`src/tpm_pkg.sv`:
```
package tpm_pkg;

    // Clock and timing.
    localparam int unsigned CLK_HZ        = 100_000_000;
    localparam int unsigned CYC_PER_MS    = CLK_HZ / 1000;
    localparam int unsigned SLOT_MS       = 3500;
    localparam int unsigned PASS_MS       = 14000;
    localparam int unsigned DISP_MS       = 1700;
    localparam int unsigned RETRY_WAIT_MS = 5000;
    localparam int unsigned SLOT_CYC_DEF  = SLOT_MS * CYC_PER_MS;
    localparam int unsigned DISP_CYC_DEF  = DISP_MS * CYC_PER_MS;
    localparam int unsigned WAIT_CYC_DEF  = RETRY_WAIT_MS * CYC_PER_MS;
    localparam int unsigned CNT_W         = 32;

    // Colours and sequence limits.
    localparam int unsigned NCOL           = 4;
    localparam logic [1:0]  FIRST_COL      = 2'h0;
    localparam logic [1:0]  LAST_COL       = 2'h3;
    localparam logic [1:0]  STREAK_PRESENT = 2'h3;
    localparam logic [1:0]  ATTEMPTS_MAX   = 2'h3;
    localparam logic [1:0]  ONE2           = 2'h1;

    typedef enum logic [3:0] {
        TPM_IDLE  = 4'h1,
        TPM_DISP  = 4'h2,
        TPM_WAIT  = 4'h4,
        TPM_CHECK = 4'h8
    } tpm_seq_e;

    // Per-colour sensor and reader pins, bit index is the colour.
    typedef struct packed {
        logic [NCOL-1:0] toner;
        logic [NCOL-1:0] actuator;
        logic [NCOL-1:0] read_ok;
        logic [NCOL-1:0] usage_empty;
        logic [NCOL-1:0] disp_zero;
    } tpm_pins_s;

    typedef struct packed {
        logic [NCOL-1:0] replace_colour;
        logic            replace_general;
        logic [NCOL-1:0] remove_seal;
    } tpm_err_s;

    localparam int unsigned SYNC_W = $bits(tpm_pins_s) + 2;

endpackage : tpm_pkg

```
`src/tpm_sync.sv`:
```
`timescale 1ns/1ps
module tpm_sync #(
    parameter int unsigned W = 1
) (
    // Clock and reset.
    input  wire logic         clk_sys,
    input  wire logic         rstn,
    // Data.
    input  wire logic [W-1:0] din,
    output logic      [W-1:0] dout
);

    logic [W-1:0] meta_r;

    always_ff @(posedge clk_sys or negedge rstn) begin
        if (!rstn) begin
            meta_r <= '0;
            dout   <= '0;
        end else begin
            meta_r <= din;
            dout   <= meta_r;
        end
    end

endmodule : tpm_sync

```
`src/tpm_monitor.sv`:
```
`timescale 1ns/1ps
module tpm_monitor
    import tpm_pkg::*;
#(
    parameter int unsigned SLOT_CYC = SLOT_CYC_DEF,
    parameter int unsigned DISP_CYC = DISP_CYC_DEF,
    parameter int unsigned WAIT_CYC = WAIT_CYC_DEF
) (
    // Clock and reset.
    input  wire logic            clk_sys,
    input  wire logic            rstn,
    // Cartridge pins and engine state.
    input  wire tpm_pins_s       pins,
    input  wire logic            door_closed,
    input  wire logic            print_active,
    // Motors and status.
    output logic      [NCOL-1:0] dispense_motor,
    output tpm_err_s             err,
    output logic      [NCOL-1:0] toner_present,
    output logic      [NCOL-1:0] cart_fitted,
    output logic                 check_busy,
    output logic                 sample_stb,
    output logic      [1:0]      sample_col
);

    tpm_pins_s        pins_s;
    logic             door_s;
    logic             print_s;
    logic             door_q_r;
    logic             pwrup_r;
    logic             start;
    logic [CNT_W-1:0] slot_cnt_r;
    logic [1:0]       idx_r;
    tpm_seq_e         seq_r    [NCOL];
    logic [CNT_W-1:0] cnt_r    [NCOL];
    logic [1:0]       att_r    [NCOL];
    logic [1:0]       streak_r [NCOL];
    logic [NCOL-1:0]  fitted_nxt;
    logic [NCOL-1:0]  fresh;
    logic [NCOL-1:0]  hit;
    logic [NCOL-1:0]  found;
    logic [NCOL-1:0]  miss;
    logic [NCOL-1:0]  seal_set;
    logic [NCOL-1:0]  busy;
    logic [NCOL-1:0]  gen_hit;
    logic             clr_all;
    logic             gen_set;

    tpm_sync #(.W(SYNC_W)) u_sync (
        .clk_sys (clk_sys),
        .rstn    (rstn),
        .din     ({pins, door_closed, print_active}),
        .dout    ({pins_s, door_s, print_s})
    );

    assign start      = pwrup_r | (door_s & ~door_q_r);
    assign fitted_nxt = pins_s.actuator & pins_s.read_ok;
    assign fresh      = fitted_nxt & ~cart_fitted;

    always_comb begin
        for (int c = 0; c < NCOL; c++) begin
            hit[c]      = sample_stb && (sample_col == c[1:0]);
            found[c]    = hit[c] && (seq_r[c] == TPM_CHECK) && pins_s.toner[c];
            miss[c]     = hit[c] && (seq_r[c] == TPM_CHECK) && !pins_s.toner[c];
            seal_set[c] = miss[c] && (att_r[c] == ATTEMPTS_MAX) && pins_s.disp_zero[c];
            busy[c]     = (seq_r[c] != TPM_IDLE);
            gen_hit[c]  = hit[c] && !busy[c] && cart_fitted[c] && !pins_s.toner[c];
        end
        clr_all = |found;
        gen_set = |gen_hit;
    end

    // Power-up and door edge detection.
    always_ff @(posedge clk_sys or negedge rstn) begin
        if (!rstn) begin
            pwrup_r  <= 1'b1;
            door_q_r <= 1'b0;
        end else begin
            pwrup_r  <= 1'b0;
            door_q_r <= door_s;
        end
    end

    // Slot timer and colour rotation.
    always_ff @(posedge clk_sys or negedge rstn) begin
        if (!rstn) begin
            check_busy <= 1'b0;
            slot_cnt_r <= '0;
            idx_r      <= FIRST_COL;
            sample_stb <= 1'b0;
            sample_col <= FIRST_COL;
        end else begin
            sample_stb <= 1'b0;
            if (start) begin
                check_busy <= 1'b1;
                slot_cnt_r <= '0;
                idx_r      <= FIRST_COL;
            end else if (check_busy || print_s || (|busy)) begin
                check_busy <= 1'b1;
                if (slot_cnt_r == CNT_W'(SLOT_CYC - 1)) begin
                    slot_cnt_r <= '0;
                    idx_r      <= idx_r + ONE2;
                    sample_stb <= 1'b1;
                    sample_col <= idx_r;
                    if (idx_r == LAST_COL && !print_s && !(|busy)) begin
                        check_busy <= 1'b0;
                    end
                end else begin
                    slot_cnt_r <= slot_cnt_r + CNT_W'(1);
                end
            end
        end
    end

    // Per-colour dispense and recheck sequencers.
    always_ff @(posedge clk_sys or negedge rstn) begin
        if (!rstn) begin
            for (int c = 0; c < NCOL; c++) begin
                seq_r[c]    <= TPM_IDLE;
                cnt_r[c]    <= '0;
                att_r[c]    <= '0;
                streak_r[c] <= '0;
            end
            dispense_motor <= '0;
        end else begin
            for (int c = 0; c < NCOL; c++) begin
                if (!fitted_nxt[c]) begin
                    seq_r[c]          <= TPM_IDLE;
                    dispense_motor[c] <= 1'b0;
                end else begin
                    case (seq_r[c])
                        TPM_IDLE: begin
                            if (fresh[c] && !err.replace_general) begin
                                seq_r[c]          <= TPM_DISP;
                                cnt_r[c]          <= '0;
                                att_r[c]          <= ONE2;
                                streak_r[c]       <= '0;
                                dispense_motor[c] <= 1'b1;
                            end
                        end
                        TPM_DISP: begin
                            if (cnt_r[c] == CNT_W'(DISP_CYC - 1)) begin
                                seq_r[c]          <= TPM_CHECK;
                                cnt_r[c]          <= '0;
                                dispense_motor[c] <= 1'b0;
                            end else begin
                                cnt_r[c] <= cnt_r[c] + CNT_W'(1);
                            end
                        end
                        TPM_CHECK: begin
                            if (found[c]) begin
                                streak_r[c] <= streak_r[c] + ONE2;
                                if (streak_r[c] == STREAK_PRESENT - ONE2) begin
                                    seq_r[c] <= TPM_IDLE;
                                end else begin
                                    seq_r[c]          <= TPM_DISP;
                                    dispense_motor[c] <= 1'b1;
                                end
                            end else if (miss[c]) begin
                                streak_r[c] <= '0;
                                if (att_r[c] == ATTEMPTS_MAX) begin
                                    seq_r[c] <= TPM_IDLE;
                                end else begin
                                    seq_r[c] <= TPM_WAIT;
                                end
                            end
                        end
                        TPM_WAIT: begin
                            if (cnt_r[c] == CNT_W'(WAIT_CYC - 1)) begin
                                seq_r[c]          <= TPM_DISP;
                                cnt_r[c]          <= '0;
                                att_r[c]          <= att_r[c] + ONE2;
                                dispense_motor[c] <= 1'b1;
                            end else begin
                                cnt_r[c] <= cnt_r[c] + CNT_W'(1);
                            end
                        end
                        default: begin
                            seq_r[c]          <= TPM_IDLE;
                            dispense_motor[c] <= 1'b0;
                        end
                    endcase
                end
            end
        end
    end

    // Fitted and toner-present status.
    always_ff @(posedge clk_sys or negedge rstn) begin
        if (!rstn) begin
            cart_fitted   <= '0;
            toner_present <= '0;
        end else begin
            cart_fitted <= fitted_nxt;
            for (int c = 0; c < NCOL; c++) begin
                if (!fitted_nxt[c] || gen_hit[c] || miss[c]) begin
                    toner_present[c] <= 1'b0;
                end else if (found[c] && streak_r[c] == STREAK_PRESENT - ONE2) begin
                    toner_present[c] <= 1'b1;
                end
            end
        end
    end

    // Error flags; a set in the same cycle as a clear wins.
    always_ff @(posedge clk_sys or negedge rstn) begin
        if (!rstn) begin
            err <= '0;
        end else begin
            err.replace_colour  <= (err.replace_colour & ~{NCOL{clr_all}}) | pins_s.usage_empty;
            err.replace_general <= (err.replace_general & ~clr_all) | gen_set;
            err.remove_seal     <= (err.remove_seal & ~{NCOL{clr_all}}) | seal_set;
        end
    end

    // Helper state for the checks below.
    logic [CNT_W-1:0] disp_len_r;
    logic [1:0]       last_col_r;
    logic             restarted_r;

    always_ff @(posedge clk_sys or negedge rstn) begin
        if (!rstn) begin
            disp_len_r  <= '0;
            last_col_r  <= LAST_COL;
            restarted_r <= 1'b1;
        end else begin
            disp_len_r <= dispense_motor[0] ? disp_len_r + CNT_W'(1) : '0;
            if (start) begin
                restarted_r <= 1'b1;
            end else if (sample_stb) begin
                restarted_r <= 1'b0;
                last_col_r  <= sample_col;
            end
        end
    end

    sample_gap_a: assert property (@(posedge clk_sys) disable iff (!rstn)
        sample_stb |=> !sample_stb) else $error("sample strobe longer than one cycle");
    rotate_order_a: assert property (@(posedge clk_sys) disable iff (!rstn)
        sample_stb && !restarted_r && !start |-> sample_col == last_col_r + ONE2)
        else $error("colour rotation out of order");
    restart_first_a: assert property (@(posedge clk_sys) disable iff (!rstn)
        start |=> idx_r == FIRST_COL && check_busy) else $error("check did not restart at first colour");
    fitted_combo_a: assert property (@(posedge clk_sys) disable iff (!rstn)
        cart_fitted[0] |-> $past(pins_s.actuator[0] && pins_s.read_ok[0]))
        else $error("fitted without actuator and read");
    disp_length_a: assert property (@(posedge clk_sys) disable iff (!rstn)
        $fell(dispense_motor[0]) && cart_fitted[0] |-> disp_len_r == CNT_W'(DISP_CYC))
        else $error("dispense length wrong");
    clear_all_a: assert property (@(posedge clk_sys) disable iff (!rstn)
        clr_all && !gen_set && !(|seal_set) |=> !err.replace_general && err.remove_seal == '0)
        else $error("errors not cleared after toner found");
    general_err_a: assert property (@(posedge clk_sys) disable iff (!rstn)
        gen_set |=> err.replace_general) else $error("general replace error missing");
    colour_err_a: assert property (@(posedge clk_sys) disable iff (!rstn)
        pins_s.usage_empty[1] |=> err.replace_colour[1]) else $error("colour replace error missing");
    seal_err_a: assert property (@(posedge clk_sys) disable iff (!rstn)
        seal_set[2] |=> err.remove_seal[2] && seq_r[2] == TPM_IDLE) else $error("seal error missing");
    present_streak_a: assert property (@(posedge clk_sys) disable iff (!rstn)
        $rose(toner_present[0]) |-> $past(found[0] && streak_r[0] == STREAK_PRESENT - ONE2))
        else $error("present without three finds");
    retry_wait_a: assert property (@(posedge clk_sys) disable iff (!rstn)
        miss[2] && fitted_nxt[2] && att_r[2] != ATTEMPTS_MAX |=> seq_r[2] == TPM_WAIT && !dispense_motor[2])
        else $error("no wait after failed dispense");

    dispense_cover: cover property (@(posedge clk_sys) disable iff (!rstn) $rose(dispense_motor[0]));
    present_cover: cover property (@(posedge clk_sys) disable iff (!rstn) $rose(toner_present[0]));
    seal_cover: cover property (@(posedge clk_sys) disable iff (!rstn) $rose(err.remove_seal[2]));
    general_cover: cover property (@(posedge clk_sys) disable iff (!rstn) $rose(err.replace_general));

endmodule : tpm_monitor

```
`config.mk`:
```
export PLATFORM = sky130hd
export DESIGN_NAME = tpm_monitor
export DESIGN_NICKNAME = d
export VERILOG_FILES = /design/src/tpm_pkg.sv /design/src/tpm_sync.sv /design/src/tpm_monitor.sv
export SDC_FILE = /design/constraint.sdc
export NUM_CORES = 1
export LEC_CHECK = 0
export ABC_CLOCK_PERIOD_IN_PS = 4150
export CORE_MARGIN = 5
export CORE_UTILIZATION = 35
export CTS_CLUSTER_DIAMETER = 60
export DETAILED_ROUTE_END_ITERATION = 8
export DONT_BUFFER_PORTS = 1
export HOLD_SLACK_MARGIN = 0.03
export PLACE_DENSITY = 0.57
export SLEW_MARGIN = 20
export SYNTH_ARGS = -nofsm -noshare
export SYNTH_HDL_FRONTEND = slang
export SYNTH_SLANG_ARGS = --single-unit
export TNS_END_PERCENT = 10
```
`constraint.sdc`:
```
create_clock -name clk_sys -period 4.15 [get_ports clk_sys]
set_clock_uncertainty 0.1 [all_clocks]
set_input_delay 0 -clock clk_sys [delete_from_list [all_inputs] [get_ports clk_sys]]
set_output_delay 0 -clock clk_sys [all_outputs]
set_load 0.02 [all_outputs]
```
==> metrics, run 1 <==
Max Buffers Root-to-Sink=3; 1st-iter DRT viols=slightly below 800; synth top area cells=dfrtp_1 47%, nand2_1 3.6%, nor2_1 3.4%, nand3_1 3.1%, o21ai_0 2.8%; hpwl dp=22,800 um; syn avg cell area=roughly 9.5 um2; CTS Sinks=around 270; H-tree depth=1; Initial Util=a little over a third; leading area contributor after synthesis=dfrtp_1; global route hottest layer=met2; layout cells sized above 1=about 7.6%; Core ar.=around 39,000 um2; synthesized cell area=between 10,000 and 15,000 um2; Seq/Total Area, Yosys=around half; total number of vias=around 11k; Tcrit/Tclk final=roughly 77%; routed length per instance=17.1 um; IO Port Bufs=0; status=finished, violations left; GR Util All Layers=around 15%; initial antenna violation count=0; # setup viols final=0; Psw=approximately 1.2 mW; sw frac=22.5%; fin util=approximately two fifths; setup ws final=roughly 0.94 ns; Reg clk slew, reported paths=0.07 ns; power per cell area=351 nW/um2; Slew Limit Fails=0; chip width=208 um; Area Overhead vs Synth=14.4%; Sequential Power Share=a little under half; DRC viols=0; pin count of the biggest net entering global routing=266; gate count of the mapped netlist=about 1.5k; post-CTS setup buffer count=0; met2 usage=between 20 and 25%; Die Span Y=208 um; slew margin rel.=between 20% and 30%; Most used DFF post-synth=dfrtp_1; f_max=roughly 310 MHz; Hold Slack=-0.949 ns; post-CTS resize count=0; TritonCTS Buffers=31; Leakage=6.34 nW; synth warn=0; most frequent cells in the layout=260 x dfrtp_1, 132 x nand2_1, 125 x nor2_1; Setup Crit Path Kind=reg -> reg; violated checks=hold timing; CP max FO=15; CP endpoint kind=register; internal power=around 4.3 mW; Syn Nets=1,491; std cell rows=slightly above 70; global-route wire length before repair=roughly 57,000 um; RSZ-0062 raised after global routing=no; Logic pwr share=3.3%; TritonCTS clock tree=built; Synth cell types=78; n_diodes=0; post-synth top area share=between 40% and 50%; Fin. Hold Viols=about 270; Worst IR Drop VDD=0.296 mV; CTS root buf=clkbuf_16; pre-CTS WS=between 0.9 and 1 ns; Worst EP arrival=between 3 and 4 ns; commonest non-fill, non-tap cell in the layout=dfrtp_1; Layout Nets=around 1.5k; Worst Max-Slew Pin Slew=1.09 ns; flops & latches, synth=between 200 and 300; Post-CTS Hold Buffers=between 40 and 50; GPL Wtd Cong=between 0.8 and 0.9; full die area=between 40,000 and 50,000 um2; CP Launch Type=register; post-layout power=roughly 5.5 mW; TritonRoute pass-1 iters=5; I/O pin count=a little under 50; ys async rst share=between 90% and 100%; drt via density=around 5.6; final wirelength=around 35,000 um; antenna-violating nets left=0; Max-Cap Viols=0; fill count=around 3.8k; WP data required=4.48 ns; Clk pwr share=between 40% and 50%; Final TNS setup=0 ns; number of synthesized flops with an enable pin=0; HP Class=in -> async; met1 Usage GRT=21.1%; gr ovfl total=0; met3 Use GR=under 10%; Clock Latency Late Sink=a little under 0.6 ns; vias in the first global route=roughly 11k; fin crit period=3.21 ns
## critical path, cell delays in order (launching register included)
cell	delay (ns)
dfrtp_1	0.42
nand4_1	0.27
or4b_2	0.71
o31ai_2	0.56
nand2_2	0.29
nor2_2	0.57
nor2_1	0.13
## cell usage after synthesis, types with 18 or more instances
cell type / count
clkbuf_1: 45
inv_1: 42
mux2i_1: 24
nand3_1: 86
nor4_1: 36
a31oi_1: 33
and4_1: 18
and3_1: 32
or3_1: 20
nor2_1: 125
nand2_1: 132
nand4_1: 43
a21o_1: 28
a21oi_1: 60
xor2_1: 23
nor3_1: 44
o21ai_0: 78
a22o_1: 22
and2_1: 21
dfrtp_1: 260
xnor2_1: 34
## worst paths after layout
check | slack (ns) | from | cells past startpoint | endpoint
max in group asynchronous | 4.23 | rstn | 0 | err[4]
min reg2reg | 0.25 | u_sync.meta_r[14] | 0 | u_sync.dout[14]
max | 0.94 | cnt_r[42] | 6 | cnt_r[61]
min in group clk_sys | 0.25 | u_sync.meta_r[14] | 0 | u_sync.dout[14]
min | -0.95 | rstn | 0 | seq_r[14]
max reg2reg | 0.94 | cnt_r[42] | 6 | cnt_r[61]
## metal layers
layer / vias to the layer above / part of all wire [%]
li1: 5448 / -
met1: 5543 / 46
met2: 214 / 46
met3: 51 / 4.9
met4: 0 / 2.5
met5: - / 0
## cells by family (layout without fill, tap and decap cells)
| logic type | Yosys count | after routing | synth area share (%) |
|---|---|---|---|
| AOI/OAI and AO/OA | 309 | 309 | 14.8 |
| xor gates and xnor gates | 57 | 57 | 3.62 |
| adders and majority gates | 14 | 14 | 1.27 |
| buffers and inverters | 104 | 158 | 3.05 |
| DFF | 265 | 265 | 48.2 |
| muxes | 33 | 33 | 2.48 |
| other | 1 | 1 | 0.0272 |
| and+or+nand+nor | 670 | 670 | 26.6 |
## final cells by class
cell class / count / area (um2) / area share, %
multi-input cells: 1084 / 6760 / 42.9
flip-flops and latches: 265 / 6640 / 42.1
clock buffers: 45 / 878 / 5.57
well taps: 518 / 648 / 4.11
repair buffers: 59 / 553 / 3.51
inverters: 42 / 158 / 1.00
clock inverters: 12 / 125 / 0.794
## sequential cells by signal, indices dropped and copies added (netlist names), 2 cells and up
register	flops
idx_r	2
dispense_motor	4
toner_present	4
err	9
att_r	8
cnt_r	128
u_sync.dout	22
sample_col	2
streak_r	8
slot_cnt_r	32
seq_r	16
u_sync.meta_r	22
cart_fitted	4
## stage by stage
| stage | hold WS (ns) | instances | cell area [um2] |
|---|---|---|---|
| after floorplan | -0.396 | 1453 | 13800 |
| after global placement | -0.364 | 1924 | 14300 |
| after detailed placement | -0.364 | 1924 | 14300 |
| after CTS | -1.01 | 2025 | 15700 |
| after global routing | -0.977 | 2025 | 15800 |
| final | -0.949 | 2025 | 15800 |
## power by group through the flow
stage | Clock (mW) | Combinational (mW) | Sequential, mW
after CTS | 2.78 | 0.181 | 2.66
after global routing | 2.86 | 0.199 | 2.66
after global placement | 0 | 0.145 | 2.70
after floorplan | 0 | 0.116 | 2.69
after detailed placement | 0 | 0.146 | 2.70
final | 2.70 | 0.181 | 2.66
No activity file was read; power rests on OpenSTA's default activity.
==> inputs of run 2 (changes only) <==
--- a/config.mk
+++ b/config.mk
@@ -5,14 +5,14 @@
 export SDC_FILE = /design/constraint.sdc
 export NUM_CORES = 1
 export LEC_CHECK = 0
-export ABC_CLOCK_PERIOD_IN_PS = 4150
+export ABC_CLOCK_PERIOD_IN_PS = 2600
 export CORE_MARGIN = 5
 export CORE_UTILIZATION = 35
 export CTS_CLUSTER_DIAMETER = 60
 export DETAILED_ROUTE_END_ITERATION = 8
 export DONT_BUFFER_PORTS = 1
 export HOLD_SLACK_MARGIN = 0.03
-export PLACE_DENSITY = 0.57
+export PLACE_DENSITY = 0.59
 export SLEW_MARGIN = 20
 export SYNTH_ARGS = -nofsm -noshare
 export SYNTH_HDL_FRONTEND = slang
==> constraint.sdc (replaced) <==
create_clock -name clk_sys -period 2.6 [get_ports clk_sys]
set_clock_uncertainty 0.1 [all_clocks]
set_input_delay 0 -clock clk_sys [delete_from_list [all_inputs] [get_ports clk_sys]]
set_output_delay 0 -clock clk_sys [all_outputs]
set_load 0.02 [all_outputs]
==> metrics, run 2 (synthesis results as in run 1) <==
# setup viols final=29; Initial Util=35.5%; Leakage=7.15 nW; Tcrit/Tclk final=105%; n_diodes=0; WP data required=just under 3 ns; CP max FO=5; global-route wire length before repair=60,800 um; HP Class=in -> async; std cell rows=72; post-route cell area=around 17,000 um2; Die Span Y=208 um; slew margin rel.=between 30 and 40%; violated checks=hold timing, setup timing; Slew Limit Fails=0; Core ar.=approximately 39,000 um2; TritonCTS clock tree=built; 1st-iter DRT viols=slightly above 900; routed length per instance=16.8 um; GPL Wtd Cong=slightly below 0.9; Worst Max-Slew Pin Slew=between 0.9 and 1 ns; status=finished, violations left; hpwl dp=~25,000 um; Worst EP arrival=roughly 3.1 ns; most frequent cells in the layout=260 x dfrtp_1, 144 x buf_4, 132 x nand2_1; GR Util All Layers=approximately 17%; max reg flops=128; Hold Slack=-0.924 ns; crit-path max cell delay=about 0.53 ns; Reg clk slew, reported paths=0.05 ns; gr ovfl total=0; sequence of cells on the critical path=or4b_1 > or4_4 > or3_4 > a22oi_4 > buf_4 > o21ai_0 > a22o_1; CP Launch Type=register; DRC viols=0; Worst Path Buf+Inv=1; vias in the first global route=between 10k and 15k; drt via density=about 5.4; fin crit period=2.72 ns; Final TNS setup=-1.75 ns; Clock Latency Late Sink=between 0.5 and 0.6 ns; IO Port Bufs=0; chip width=about 210 um; Reg with most FFs=cnt_r; CTS root buf=clkbuf_16; TritonRoute pass-1 iters=5; full die area=43,400 um2; Max-Cap Viols=0; Area Overhead vs Synth=24.3%; Post-CTS Hold Buffers=44; I/O pin count=49; total number of vias=roughly 12k; initial antenna violation count=0; layout cells sized above 1=around 17%; Layout Nets=about 1.7k; DP Area=15,300 um2; CP endpoint kind=register; f_max=around 370 MHz; Setup Crit Path Kind=reg -> reg; biggest regs=cnt_r x128, slot_cnt_r x32; power per cell area=573 nW/um2; pin count of the biggest net entering global routing=266; final wirelength=about 36,000 um; antenna-violating nets left=0; Worst IR Drop VDD=0.555 mV; RSZ-0062 raised after global routing=yes; setup ws final=-0.118 ns; post-layout power=roughly 10 mW; H-tree depth=2; Max Buffers Root-to-Sink=3; CTS Sinks=roughly 270; TritonCTS Buffers=36; commonest non-fill, non-tap cell in the layout=dfrtp_1; Fin. Hold Viols=around 270; critical path's slowest cell=or4b_1; fin util=between 40% and 50%; crit-path leading delay family=simple AND/OR/NAND/NOR gates
## run 2: final timing paths
check	slack (ns)	start	cells after the start	endpoint
worst max-delay path	-0.12	cnt_r[118]	7	cnt_r[115]
worst min-delay path	-0.92	rstn	0	cnt_r[106]
worst max register to register	-0.12	cnt_r[118]	7	cnt_r[115]
worst min register to register	0.24	u_sync.meta_r[15]	0	u_sync.dout[15]
max in group asynchronous	2.71	rstn	0	cnt_r[15]
min in group clk_sys	0.24	u_sync.meta_r[15]	0	u_sync.dout[15]
## run 2: where the power goes
part           total, mW  leakage (nW)  internal (mW)  switching, mW
registers           4.23          3.53           4.18         0.0455
clock network       5.25         0.616           3.24           2.00
logic              0.339          3.01          0.158          0.182
## run 2: per-layer routing
| layer | wire length (um) | share of wire, % | GRT usage, % | vias to the layer above |
|---|---|---|---|---|
| met2 | 16500 | 46 | 25.5 | 230 |
| li1 | - | - | - | 5736 |
| met1 | 16700 | 46 | 22.7 | 5760 |
| met5 | 0 | 0 | 0 | - |
| met3 | 2060 | 5.7 | 4.40 | 51 |
| met4 | 1070 | 2.9 | 5.78 | 0 |
## run 2: timing repair
item / 4_1_cts / 5_1_grt
endpoints found under the hold margin: 287 / 265
pin swaps: 9 / 7
endpoints found under the setup margin: 42 / 109
gates resized for setup: 8 / 16
buffers inserted: 0 / 5
## run 2: worst reg2reg max path, stage by stage (launching register included)
cell     delay [ns]
dfrtp_1        0.38
or4b_1         0.53
or4_4          0.51
or3_4          0.37
a22oi_4        0.20
buf_4          0.18
o21ai_0        0.08
a22o_1         0.25
## run 2: final cells by class
type / instances / area [um2]
fill: 3683 / 21700
multi-input combinational: 1084 / 6830
sequential: 265 / 6640
timing repair buffer: 192 / 1580
clock buffer: 45 / 985
tap: 518 / 648
clock inverter: 21 / 295
inverter: 42 / 158
## run 2: through the flow
stage	setup slack, ns	instances
6_report	-0.118	2167
5_1_grt	-0.191	2167
4_1_cts	-0.140	2162
3_5_place_dp	-0.181	2052
3_3_place_gp	-0.100	2052
2_1_floorplan	-0.0832	1453
==> inputs of run 3 (changes only) <==
--- a/config.mk
+++ b/config.mk
@@ -6,6 +6,7 @@
 export NUM_CORES = 1
 export LEC_CHECK = 0
 export ABC_CLOCK_PERIOD_IN_PS = 2600
+export CORE_ASPECT_RATIO = 1.5
 export CORE_MARGIN = 5
 export CORE_UTILIZATION = 35
 export CTS_CLUSTER_DIAMETER = 60
==> metrics, run 3 (synthesis results as in run 1) <==
n_diodes=0; TritonRoute pass-1 iters=5; Fin. Hold Viols=around 270; slew margin rel.=between 20 and 25%; 1st-iter DRT viols=686; Core ar.=a little under 40,000 um2; Worst Path Buf+Inv=1; CP Launch Type=register; IO Port Bufs=0; setup ws final=-0.142 ns; DP Area=~15,000 um2; Layout Nets=between 1.5k and 2k; GR Util All Layers=~17%; CTS Sinks=about 270; sequence of cells on the critical path=or4b_4 > or4_4 > or3_4 > a22oi_4 > buf_4 > o21ai_1 > a22o_1; Slew Limit Fails=0; global-route wire length before repair=between 60,000 and 70,000 um; post-route cell area=between 15,000 and 20,000 um2; crit-path max cell delay=between 0.5 and 0.6 ns; vias in the first global route=about 12k; final wirelength=around 37,000 um; fin util=43.3%; Leakage=about 7.1 nW; most frequent cells in the layout=260 x dfrtp_1, 148 x buf_4, 132 x nand2_1; # setup viols final=31; full die area=about 44,000 um2; max reg flops=about 130; Initial Util=between 30% and 40%; antenna-violating nets left=0; total number of vias=between 10k and 15k; post-layout power=9.03 mW; commonest non-fill, non-tap cell in the layout=dfrtp_1; TritonCTS clock tree=built; hpwl dp=approximately 26,000 um; GPL Wtd Cong=around 0.86; Setup Crit Path Kind=reg -> reg; CTS root buf=clkbuf_16; std cell rows=89; status=finished, violations left; initial antenna violation count=0; critical path's slowest cell=or4b_4; HP Class=in -> async; f_max=365 MHz; Reg with most FFs=cnt_r; Reg clk slew, reported paths=around 0.06 ns; WP data required=2.95 ns; Area Overhead vs Synth=23.3%; fin crit period=~2.7 ns; Worst EP arrival=roughly 3 ns; pre-CTS WS=-0.173 ns; power per cell area=roughly 530 nW/um2; crit-path leading delay family=simple AND/OR/NAND/NOR gates; RSZ-0062 raised after global routing=yes; Post-CTS Hold Buffers=44; drt via density=about 5.5; Die Span Y=around 250 um; pin count of the biggest net entering global routing=around 270; Clock Latency Late Sink=between 0.5 and 0.6 ns; CP endpoint kind=register; Tcrit/Tclk final=105%; Final TNS setup=-2.23 ns; I/O pin count=between 40 and 50; # placed instances=~2.0k; Max-Cap Viols=0; gr ovfl total=0; Hold Slack=-0.948 ns; CP max FO=6; Cell Count, Final, Fillers Out=2,144; Worst IR Drop VDD=0.594 mV; routed length per instance=about 17 um; Max Buffers Root-to-Sink=3; violated checks=hold timing, setup timing; biggest regs=cnt_r x128, slot_cnt_r x32; layout cells sized above 1=between 10% and 20%; chip width=172 um; TritonCTS Buffers=29; Worst Max-Slew Pin Slew=around 1.2 ns; DRC viols=0; H-tree depth=1
run 3: cell types whose count changed in the layout (fill, tap and decap cells not counted), moves of 2 or more:
cell,previous run,this run
clkbuf_16,36,29
buf_4,144,148
clkbuf_1,4,0
buf_12,1,4
nor4b_2,3,0
a21oi_1,60,58
a21oi_2,0,2
clkbuf_8,5,7
nor4b_4,0,2
o21ai_0,74,72
o21ai_1,8,10
or4b_4,0,2
run 3: path summary, 6_finish.rpt:
path / start / end / slack, ns / depth (start not counted)
setup / recovery: cnt_r[118] / cnt_r[100] / -0.14 / 7
hold / removal: rstn / cnt_r[94] / -0.95 / 0
setup reg to reg: cnt_r[118] / cnt_r[100] / -0.14 / 7
hold reg to reg: u_sync.meta_r[12] / u_sync.dout[12] / 0.25 / 0
max in group asynchronous: rstn / cart_fitted[1] / 2.71 / 0
min in group clk_sys: u_sync.meta_r[12] / u_sync.dout[12] / 0.25 / 0
run 3: final cells by class:
cell class              count  area, um2
clock buffers              36        822
clock inverters            17        219
well taps                 500        626
multi-input cells        1084       6850
flip-flops and latches    265       6640
repair buffers            200       1680
inverters                  42        158
fillers                  3769      22200
run 3: layer usage:
metal | up-vias | share of wire, % | GRT usage (%)
met5 | - | 0 | 0
met4 | 0 | 3.3 | 5.93
met3 | 72 | 4.1 | 2.47
met2 | 263 | 51 | 30.4
met1 | 5825 | 41 | 20.6
li1 | 5723 | - | -
run 3: where the power goes:
group	internal [mW]	switching (mW)	total, mW
clock network	2.65	1.80	4.46
registers	4.18	0.0452	4.23
logic	0.164	0.182	0.346
total	7.00	2.03	9.03
run 3: repair_timing:
item,CTS,global route
buffers inserted,2,2
endpoints found under the hold margin,287,265
resized for setup,13,16
pin swaps,13,2
endpoints found under the setup margin,42,96
run 3: worst reg2reg max path: stages (launching register included):
cell and delay, ns:
dfrtp_1 0.38, or4b_4 0.54, or4_4 0.51, or3_4 0.37
a22oi_4 0.23, buf_4 0.19, o21ai_1 0.06, a22o_1 0.25
